==> config.mk <==
export PLATFORM = sky130hd
export DESIGN_NAME = quad_line_host_port
export DESIGN_NICKNAME = d
export VERILOG_FILES = /design/src/rtl/host_port_pkg.sv /design/src/rtl/quad_line_host_port.sv /design/src/rtl/pin_sync.sv
export SDC_FILE = /design/constraint.sdc
export NUM_CORES = 1
export LEC_CHECK = 0
export ABC_CLOCK_PERIOD_IN_PS = 2310
export BUFFER_PORTS_ARGS = -buffer_cell sky130_fd_sc_hd__buf_2
export CAP_MARGIN = 10
export CELL_PAD_IN_SITES_DETAIL_PLACEMENT = 0
export CELL_PAD_IN_SITES_GLOBAL_PLACEMENT = 2
export CORE_MARGIN = 4
export CORE_UTILIZATION = 35
export DETAILED_ROUTE_END_ITERATION = 12
export PLACE_DENSITY = 0.88
export SLEW_MARGIN = 20
export SYNTH_ARGS = -nofsm -noshare
export SYNTH_HDL_FRONTEND = slang
export SYNTH_SLANG_ARGS = --single-unit
==> constraint.sdc <==
create_clock -name clk -period 2.31 [get_ports clk]
set_clock_uncertainty 0.2 [all_clocks]
set_input_delay 0.1155 -clock clk [delete_from_list [all_inputs] [get_ports clk]]
set_output_delay 0.1155 -clock clk [all_outputs]
set_load 0.05 [all_outputs]
==> src/rtl/host_port_pkg.sv <==
// Purpose: shared constants and types for the quad line host port
// Assumes: 125 MHz core clock, all host pins asynchronous to it
// Notes:   pin bundles travel as packed structs
package host_port_pkg;

  // bus select codes {bus_sel_hi, bus_sel_lo}
  localparam logic [1:0] SEL_MUX    = 2'h0;
  localparam logic [1:0] SEL_NONMUX = 2'h1;
  localparam logic [1:0] SEL_SERIAL = 2'h2;
  localparam logic [1:0] SEL_HIZ    = 2'h3;

  // serial command byte fields, lsb first on the wire
  localparam int CMD_RD_BIT    = 0;
  localparam int CMD_ADDR_LSB  = 1;
  localparam int CMD_BURST_BIT = 7;
  localparam int ADDR_W        = 6;
  localparam int DATA_W        = 8;
  localparam int NUM_XCVR      = 4;
  localparam logic [2:0] BIT_LAST = 3'h7;

  // reset values
  localparam logic [DATA_W-1:0] DATA_RST = 8'h00;
  localparam logic [ADDR_W-1:0] ADDR_RST = 6'h00;

  typedef enum logic [1:0] {
    MODE_MUX    = 2'b00,
    MODE_NONMUX = 2'b01,
    MODE_SERIAL = 2'b10,
    MODE_HIZ    = 2'b11
  } port_mode_t;

  // serial engine phases
  typedef enum logic [1:0] {
    SER_IDLE = 2'b00,
    SER_CMD  = 2'b01,
    SER_WDAT = 2'b10,
    SER_RDAT = 2'b11
  } ser_state_t;

  // strap pins
  typedef struct packed {
    logic bus_sel_hi;
    logic bus_sel_lo;
    logic bus_style_sel;
    logic xcvr_sel_hi;
    logic xcvr_sel_lo;
    logic in_edge_sel;
    logic out_edge_sel;
  } strap_t;

  // parallel and serial control pins
  typedef struct packed {
    logic       chip_sel_n;
    logic       rd_strobe;     // read strobe, data strobe or serial clock
    logic       wr_strobe;     // write strobe, direction or serial input
    logic       addr_strobe;   // latch strobe or top_addr_bit
    logic [4:0] low_addr_bus;
  } ctl_pins_t;

  // register access towards the transceivers
  typedef struct packed {
    logic                write;
    logic                read;
    logic [1:0]          xcvr;
    logic [ADDR_W-1:0]   addr;
    logic [DATA_W-1:0]   wdata;
  } reg_req_t;

endpackage

==> src/rtl/quad_line_host_port.sv <==
// Purpose: host control port of a four channel line transceiver
// Assumes: all host pins asynchronous; sampled by clk after two flops
// Notes:   register store is outside; read data arrives one clk later
module quad_line_host_port
  import host_port_pkg::*;
(
  // clock and reset
  input  wire logic                                  clk,
  input  wire logic                                  reset_n,
  // strap and control pins
  input  wire host_port_pkg::strap_t                 straps,
  input  wire host_port_pkg::ctl_pins_t              ctl,
  // shared address/data pins, three signal form
  input  wire logic [host_port_pkg::DATA_W-1:0]      addr_data_in,
  output logic      [host_port_pkg::DATA_W-1:0]      addr_data_out,
  output logic      [host_port_pkg::DATA_W-1:0]      addr_data_oe,
  // interrupt pin, open drain
  output logic                                       int_out,
  output logic                                       int_oe,
  // register access towards the transceivers
  output host_port_pkg::reg_req_t                    req,
  input  wire logic [host_port_pkg::DATA_W-1:0]      rdata,
  // pending enabled events from the status registers
  input  wire logic [host_port_pkg::NUM_XCVR-1:0]    event_pending
);

  localparam int SW = $bits(strap_t) + $bits(ctl_pins_t) + DATA_W;

  strap_t            st;
  ctl_pins_t         cp;
  logic [DATA_W-1:0] bus_s;
  logic [SW-1:0]     sync_v;

  // every pin passes two flops before use
  pin_sync #(.W(SW)) u_sync (
    .clk      (clk),
    .reset_n  (reset_n),
    .async_in ({straps, ctl, addr_data_in}),
    .sync_out (sync_v)
  );
  assign {st, cp, bus_s} = sync_v;

  function automatic port_mode_t decode_mode(input logic hi, input logic lo);
    return port_mode_t'({hi, lo});
  endfunction

  port_mode_t mode;
  logic       cs_act, cs_prev_q, style_ds;
  logic       rd_act, wr_act, as_prev_q, dstb_prev_q;
  logic [1:0] xcvr;

  assign mode     = decode_mode(st.bus_sel_hi, st.bus_sel_lo);
  assign style_ds = st.bus_style_sel;
  assign xcvr     = {st.xcvr_sel_hi, st.xcvr_sel_lo};
  assign cs_act   = !cp.chip_sel_n;

  always_comb begin
    rd_act = 1'b0;
    wr_act = 1'b0;
    if (!style_ds) begin
      rd_act = !cp.rd_strobe;
      wr_act = !cp.wr_strobe;
    end else if (mode == MODE_MUX) begin
      rd_act = cp.rd_strobe && cp.wr_strobe;
      wr_act = cp.rd_strobe && !cp.wr_strobe;
    end else begin
      rd_act = !cp.rd_strobe && cp.wr_strobe;
      wr_act = !cp.rd_strobe && !cp.wr_strobe;
    end
  end

  logic              par_mode;
  logic [ADDR_W-1:0] mux_addr_q, par_addr;
  logic              wr_prev_q;
  assign par_mode = (mode == MODE_MUX) || (mode == MODE_NONMUX);

  // latch address on rising address strobe
  always_ff @(posedge clk) begin
    if (!reset_n) begin
      mux_addr_q <= ADDR_RST;
      as_prev_q  <= 1'b0;
    end else begin
      as_prev_q <= cp.addr_strobe;
      if (mode == MODE_MUX && cs_act && cp.addr_strobe && !as_prev_q)
        mux_addr_q <= bus_s[ADDR_W-1:0];
    end
  end

  // nonmuxed address from pins; muxed from latch
  assign par_addr = (mode == MODE_NONMUX) ?
                    {cp.addr_strobe, cp.low_addr_bus} : mux_addr_q;

  // serial engine state
  ser_state_t        ser_q;
  logic [2:0]        bit_q;
  logic [DATA_W-1:0] sh_q;
  logic [ADDR_W-1:0] ser_addr_q;
  logic              burst_q, sclk_prev_q, sout_q;
  logic              s_rise, s_fall, s_sample, s_drive;
  logic              ser_on;

  assign ser_on = (mode == MODE_SERIAL) && cs_act;
  assign s_rise = cp.rd_strobe && !sclk_prev_q;
  assign s_fall = !cp.rd_strobe && sclk_prev_q;
  assign s_sample = st.in_edge_sel ? s_fall : s_rise;
  assign s_drive  = st.out_edge_sel ? s_rise : s_fall;

  logic              ser_wr_p, ser_rd_p;
  logic [DATA_W-1:0] shifted;
  assign shifted = {cp.wr_strobe, sh_q[DATA_W-1:1]};

  // serial receive and command handling
  always_ff @(posedge clk) begin
    if (!reset_n) begin
      ser_q       <= SER_IDLE;
      bit_q       <= 3'h0;
      sh_q        <= DATA_RST;
      ser_addr_q  <= ADDR_RST;
      burst_q     <= 1'b0;
      sclk_prev_q <= 1'b0;
      ser_wr_p    <= 1'b0;
      ser_rd_p    <= 1'b0;
    end else begin
      sclk_prev_q <= cp.rd_strobe;
      ser_wr_p    <= 1'b0;
      ser_rd_p    <= 1'b0;
      if (!ser_on) begin
        ser_q <= SER_IDLE;
        bit_q <= 3'h0;
      end else begin
        if (ser_q == SER_IDLE)
          ser_q <= SER_CMD;
        if (s_sample && ser_q != SER_RDAT) begin
          sh_q  <= shifted;
          bit_q <= bit_q + 3'h1;
          if (bit_q == BIT_LAST) begin
            if (ser_q != SER_WDAT) begin
              ser_addr_q <= shifted[CMD_ADDR_LSB +: 5] & 6'h1f;
              burst_q    <= shifted[CMD_BURST_BIT];
              ser_q      <= shifted[CMD_RD_BIT] ? SER_RDAT : SER_WDAT;
              ser_rd_p   <= shifted[CMD_RD_BIT];
            end else begin
              ser_wr_p <= 1'b1;
            end
          end
        end else if (s_sample && ser_q == SER_RDAT) begin
          bit_q <= bit_q + 3'h1;
          if (bit_q == BIT_LAST) begin
            if (burst_q) begin
              ser_addr_q <= ser_addr_q + 6'h01;
              ser_rd_p   <= 1'b1;
            end else begin
              ser_q <= SER_IDLE;
            end
          end
        end
        if (ser_wr_p && burst_q)
          ser_addr_q <= ser_addr_q + 6'h01;
      end
    end
  end

  // serial output shifter, loads read data after each fetch
  // fetch pulse, then the read request, then rdata one cycle after it:
  // loading any earlier would shift out the previous read's data
  logic [DATA_W-1:0] out_sh_q;
  logic              load_q;
  logic              load2_q;
  always_ff @(posedge clk) begin
    if (!reset_n) begin
      out_sh_q <= DATA_RST;
      sout_q   <= 1'b0;
      load_q   <= 1'b0;
      load2_q  <= 1'b0;
    end else begin
      load_q  <= ser_rd_p;   // request goes out this cycle
      load2_q <= load_q;     // rdata stands from here on
      if (!ser_on) begin
        sout_q <= 1'b0;
      end else if (load2_q) begin
        out_sh_q <= rdata;
      end else if (s_drive && ser_q == SER_RDAT) begin
        // bit held until next driving edge
        sout_q   <= out_sh_q[0];
        out_sh_q <= {1'b0, out_sh_q[DATA_W-1:1]};
      end
    end
  end

  // parallel write capture and request generation
  logic wr_edge, rd_edge, rd_prev_q;
  assign wr_edge = par_mode && cs_act && !wr_act && wr_prev_q;
  assign rd_edge = par_mode && cs_act && rd_act && !rd_prev_q;
  always_ff @(posedge clk) begin
    if (!reset_n) begin
      wr_prev_q   <= 1'b0;
      rd_prev_q   <= 1'b0;
      dstb_prev_q <= 1'b0;
      req         <= '0;
    end else begin
      wr_prev_q   <= par_mode && cs_act && wr_act;
      rd_prev_q   <= rd_act;
      dstb_prev_q <= cp.rd_strobe;
      req.write   <= 1'b0;
      req.read    <= 1'b0;
      req.xcvr    <= xcvr;
      if (wr_edge) begin
        req.write <= 1'b1;
        req.addr  <= par_addr;
        req.wdata <= bus_s;
      end else if (rd_edge) begin
        req.read <= 1'b1;
        req.addr <= par_addr;
      end else if (ser_wr_p) begin
        req.write <= 1'b1;
        req.addr  <= ser_addr_q;
        req.wdata <= sh_q;
      end else if (ser_rd_p) begin
        req.read <= 1'b1;
        req.addr <= ser_addr_q;
      end
    end
  end

  // bus drive and serial output tri-state
  always_ff @(posedge clk) begin
    if (!reset_n) begin
      addr_data_out <= DATA_RST;
      addr_data_oe  <= DATA_RST;
    end else if (par_mode && cs_act && rd_act) begin
      addr_data_out <= rdata;
      addr_data_oe  <= 8'hff;
    end else if (ser_on) begin
      // serial output stays driven while selected, so the last data bit
      // is held after the read phase ends on its own sampling edge
      addr_data_out <= {sout_q, 7'h00};
      addr_data_oe  <= 8'h80;
    end else begin
      addr_data_out <= DATA_RST;
      addr_data_oe  <= DATA_RST;
    end
  end

  // open drain interrupt, hi-z in test mode
  always_ff @(posedge clk) begin
    if (!reset_n) begin
      int_out <= 1'b0;
      int_oe  <= 1'b0;
    end else begin
      int_out <= 1'b0;
      int_oe  <= (|event_pending) && (mode != MODE_HIZ);
    end
  end

endmodule

==> src/rtl/pin_sync.sv <==
// Purpose: two flop synchroniser for a vector of asynchronous pins
// Assumes: pins are quasi static or slower than clk
// Notes:   first stage is read only by the second stage
module pin_sync #(
  parameter int W = 1
) (
  // clock and reset
  input  wire logic         clk,
  input  wire logic         reset_n,
  // pins in and synchronised out
  input  wire logic [W-1:0] async_in,
  output logic      [W-1:0] sync_out
);

  logic [W-1:0] meta_q;

  // two stage capture
  always_ff @(posedge clk) begin
    if (!reset_n) begin
      meta_q   <= '0;
      sync_out <= '0;
    end else begin
      meta_q   <= async_in;
      sync_out <= meta_q;
    end
  end

endmodule

After elaboration in Yosys (flattened, before gate mapping)
Cells that the tools add are included.
{"block": "word_totals", "regBits": 126, "word_cells": 136, "in_bits": 38}
{"block": "op_classes", "reduce_logical": 48, "n_addsub": 2, "eq_ne": 9, "bitwise_logic": 2, "mux": 49}
{"operator": "6-bit two-way mux", "count": 11}
{"operator": "8-bit two-way mux", "count": 8}
{"operator": "1-bit logical AND", "count": 21}
{"operator": "1-bit two-way mux", "count": 20}
{"operator": "14-bit two-way mux", "count": 1}
{"operator": "2-bit two-way mux", "count": 7}
{"operator": "2-bit AND reduction", "count": 5}
{"operator": "2-bit != test, second input constant", "count": 4}
{"operator": "4-bit AND reduction", "count": 2}
{"operator": "2-bit nonzero test", "count": 4}
{"operator": "1-bit logical NOT", "count": 7}
{"operator": "6-bit by 1-bit adder with 6-bit output, second input constant", "count": 1}
{"operator": "3-bit two-way mux", "count": 2}
{"operator": "3-bit nonzero test", "count": 2}
{"operator": "5-bit AND reduction", "count": 1}
{"operator": "2-bit equality test, second input constant", "count": 2}
{"operator": "2-bit logical NOT", "count": 2}
{"operator": "4-bit nonzero test", "count": 1}
{"operator": "4-bit OR reduction", "count": 1}
{"operator": "3-bit by 1-bit adder with 3-bit output, second input constant", "count": 1}
{"operator": "3-bit equality test, second input constant", "count": 1}
{"operator": "3-bit by 1-bit != test with 1-bit output, second input constant", "count": 1}
{"operator": "2-bit by 1-bit equality test with 1-bit output, second input constant", "count": 1}
{"operator": "1-bit NOT", "count": 2}
{"operator": "2 further kinds", "count": 2}

Depth between registers and ports, before layout
{"block": "depth", "word_depth": 9, "depth_mapped": 8, "mapped_depth_nobuf": 7}

By module
From an unflattened synthesis, not the netlist that was laid out.
{"block": "unflattened", "hier_cells": 428, "area_unflattened_um2": 4530.6}
{"module": "quad_line_host_port", "seq_area_each_um2": 1441.4, "cells_per_inst": 327, "area_per_inst_um2": 3199.3, "n_inst": 1}
{"module": "pin_sync", "seq_area_each_um2": 960.9, "cells_per_inst": 101, "area_per_inst_um2": 1331.3, "n_inst": 1}

Least setup slack after synthesis
No wires, ideal clock.
{"block": "synth_path", "kind": "reg2reg", "start": "register bit_q[0]", "end": "register ser_addr_q[0]", "slack_ns": 0.267, "arrival_ns": 1.723, "t_required_ns": 1.990, "period_less_slack_ns": 2.043, "n_path_buf": 1, "setup_time_ns": 0.120, "stages_incl_launch_ff": 9, "path_cell_list": "dfxtp_1 ha_1 ha_1 and4bb_2 a2bb2oi_2 o21ai_1 buf_2 nor3_1 o31a_1"}
{"block": "synth_via", "elab_chain_cells": 3}
{"element": "start, declared", "line": "quad_line_host_port.sv:95", "source": "logic [2:0] bit_q;"}
{"element": "start signal, assigned", "line": "quad_line_host_port.sv:135", "source": "bit_q <= bit_q + 3'h1;"}
{"element": "start signal, assigned", "line": "quad_line_host_port.sv:147", "source": "bit_q <= bit_q + 3'h1;"}
{"element": "3-bit equality test", "line": "quad_line_host_port.sv:136, quad_line_host_port.sv:148"}
{"element": "2-bit nonzero test (no line)"}
{"element": "5-bit AND reduction (no line)"}
{"element": "end signal, assigned", "line": "quad_line_host_port.sv:138", "source": "ser_addr_q <= shifted[CMD_ADDR_LSB +: 5] & 6'h1f;"}
{"element": "end signal, assigned", "line": "quad_line_host_port.sv:150", "source": "ser_addr_q <= ser_addr_q + 6'h01;"}
{"element": "end signal, assigned", "line": "quad_line_host_port.sv:158", "source": "ser_addr_q <= ser_addr_q + 6'h01;"}
{"element": "end, declared", "line": "quad_line_host_port.sv:97", "source": "logic [ADDR_W-1:0] ser_addr_q;"}
Every way passes these cells.
A chain may end at the register's enable or synchronous reset.

Final worst setup path
Same ends and word-level chain as after synthesis.

==> results.json <==
{
  "status": "finished, final reports clean",
  "syn_area_mm2": 0.00455,
  "setup_viol": 0,
  "antenna-diode-count": 0,
  "synth_compound_area_frac": 0.115,
  "firstDrtPassIters": 4,
  "ys_seq_area_frac": 0.528,
  "seq_area_mm2": 0.00240,
  "drt-total-wl_mm": 9.10,
  "mostFrequentLayoutCells": "dfxtp_1, buf_2, and2_1",
  "required_ns": 2.41,
  "multi_input_area_mm2": 0.00197,
  "cts.clk_slew.worst_paths_ns": 0.06,
  "crit_path_end_kind": "register",
  "fmax_mhz": 462,
  "p_per_area_mw_per_mm2": 872,
  "wl_per_cell_um": 12.7,
  "slew_headroom": 0.591,
  "cp.arrival_ns": 2.26,
  "die_area_mm2": 0.0149,
  "async_flop_share": 0,
  "synth.distinct_cells": 53,
  "hold_viol": 0,
  "hold_class": "input port to register",
  "synthSimpleGateAreaFrac": 0.209,
  "worstPathMaxFanout": 10,
  "clock_sinks": 120,
  "place_congestion": 0.804,
  "io_pins": 74,
  "setup_tns_ns": 0,
  "slew_viol_final": 0,
  "post-cts-setup-buffer-count": 0,
  "syn_nets": 472,
  "rsz0062_at_grt": "false",
  "fillers": 1205,
  "cts_buffers": 17,
  "yosys.area_share.adder": 0.00826,
  "synth_warnings": 0,
  "peakVddDrop_uv": 646,
  "synth_top_area_cell": "dfxtp_1",
  "path_class": "register to register",
  "grt_max_degree": 64,
  "holdWs_ns": 0.0230,
  "grt_pass1_wl_mm": 15.4,
  "cts_tree": "yes",
  "drc_errors": 0,
  "synth_top_cells_by_area": "dfxtp_1, and2_1, mux2i_1",
  "cts_buffer_depth": 2,
  "fin_crit_sh": 0.937,
  "final_common_cell": "dfxtp_1",
  "utilization": 0.472,
  "core-area_mm2": 0.0127,
  "synth_xor_area_frac": 0.00193,
  "synth_edf_count": 0,
  "syn2layout_area_growth_pct": 31.5,
  "vias_per_cell": 4.49,
  "maxCapViolCount": 0,
  "root_buffer": "clkbuf_16",
  "worst_slew_pin_slew_ns": 0.613,
  "netlist_instances": 431,
  "ys_ff_latch": 120,
  "final_antenna_net_count": 0,
  "worstSkewPairLatency_ns": 0.41,
  "placed_cell_area_mm2": 0.00503,
  "port_buffers": 72,
  "dp_hpwl_mm": 6.28,
  "synth.top_cell.area_share": 0.528,
  "rows": 41,
  "die-width_um": 122,
  "syn_area_per_cell_um2": 10.5,
  "layout-drive-gt1-share": 0.247,
  "post-route-cell-area_mm2": 0.00598,
  "synth_mux_area_frac": 0.0944,
  "fin_crit_ns": 2.17,
  "nets": 575,
  "synthFlopType": "dfxtp_1",
  "vias": 3229,
  "antenna_found_initial": 0,
  "start_util": 0.359,
  "drtIter0Drc": 171,
  "die_h_um": 122,
  "grtUsageTotal": 0.132,
  "grt_pass1_vias": 3220,
  "synth_top_family_by_area": "simple AND/OR/NAND/NOR gates",
  "grt_remaining_overflow": 0,
  "htreeDepth": 4,
  "leakage_nw": 2.72,
  "start_kind": "register"
}
## what timing repair did
action | in CTS | in global routing
resized for setup | 0 | 3
hold buffers | 34 | 0
hold endpoints to repair | 41 | 0
setup endpoints to repair | 0 | 8
## sequential cells by signal, summed over array words and instances, names as in the netlist
register	flops
out_sh_q	8
as_prev_q	1
req	18
u_sync.sync_out	24
mux_addr_q	6
ser_rd_p	1
bit_q	3
load2_q	1
addr_data_oe	2
sh_q	8
ser_wr_p	1
int_oe	1
load_q	1
wr_prev_q	1
u_sync.meta_q	24
rd_prev_q	1
addr_data_out	8
sout_q	1
ser_q	2
burst_q	1
sclk_prev_q	1
ser_addr_q	6
## kinds of logic (layout without fill, tap and decap cells)
family	count (synthesis)	in the layout
AND/OR/NAND/NOR	164	164
flip-flops	120	120
AO/OA/AOI/OAI	67	67
multiplexers	42	42
buffers and inverters	33	149
adder cells (fa/ha/maj)	3	3
other	1	1
XOR/XNOR	1	1
## report_power, final
group	leakage, nW	switching (mW)	internal [mW]
Combinational	1.44	0.267	0.170
Sequential	0.983	0.0352	2.15
Clock	0.288	0.937	1.66
## through the flow
step                      setup WS, ns  instances  power (mW)
after floorplan                  0.267        431        2.53
after global placement           0.170        653        2.62
after detailed placement         0.117        653        2.62
after CTS                        0.108        719        5.28
after global routing           0.00563        719        5.40
final                            0.145        719        5.22
## worst paths after layout
check                         from                 end  slack, ns  cells past startpoint
setup reg to reg          bit_q[0]       ser_addr_q[0]       0.14                      8
setup / recovery          bit_q[0]       ser_addr_q[0]       0.14                      8
hold / removal             reset_n         out_sh_q[1]       0.02                      2
hold reg to reg   u_sync.meta_q[1]  u_sync.sync_out[1]       0.23                      1
## cell type report
| cell class | instances | share of cell area |
|---|---|---|
| clock inverters | 12 | 0.0236 |
| repair buffers | 114 | 0.131 |
| multi-input cells | 278 | 0.329 |
| well taps | 172 | 0.0360 |
| inverters | 3 | 0.00188 |
| clock buffers | 20 | 0.0764 |
| flip-flops and latches | 120 | 0.402 |
## Yosys cell counts (2+ instances only)
cell	instances
a21boi_0	2
a21boi_1	3
a21o_1	2
a21oi_1	12
and2_1	58
and3_1	9
buf_1	2
buf_2	3
buf_4	7
buf_6	5
clkbuf_1	13
dfxtp_1	120
ha_1	3
inv_1	3
mux2_2	7
mux2i_1	35
nand2_1	26
nand2b_1	2
nand3_1	9
nand3b_1	3
nor2_1	15
nor2b_1	21
nor3_1	3
nor4_1	3
o211a_1	14
o21a_1	3
o21ai_0	19
o31a_1	2
or2_2	2
or3b_2	2
## critical path: stages, from the launching register on
cell and delay, ns:
dfxtp_1 0.32, ha_1 0.20, ha_1 0.20, and4bb_2 0.25, a2bb2oi_2 0.15, o21ai_1 0.19
buf_4 0.20, nor3_1 0.06, o31a_1 0.28
## metal layers
layer | track usage | share of wire | routed length (um) | vias up
met5 | 0 | 0 | 0 | -
met4 | 0.0581 | 0.019 | 176 | 0
met3 | 0.0441 | 0.062 | 565 | 16
met2 | 0.212 | 0.45 | 4080 | 73
met1 | 0.161 | 0.47 | 4270 | 1461
li1 | - | - | - | 1679
(Power assumes the default switching activity.)
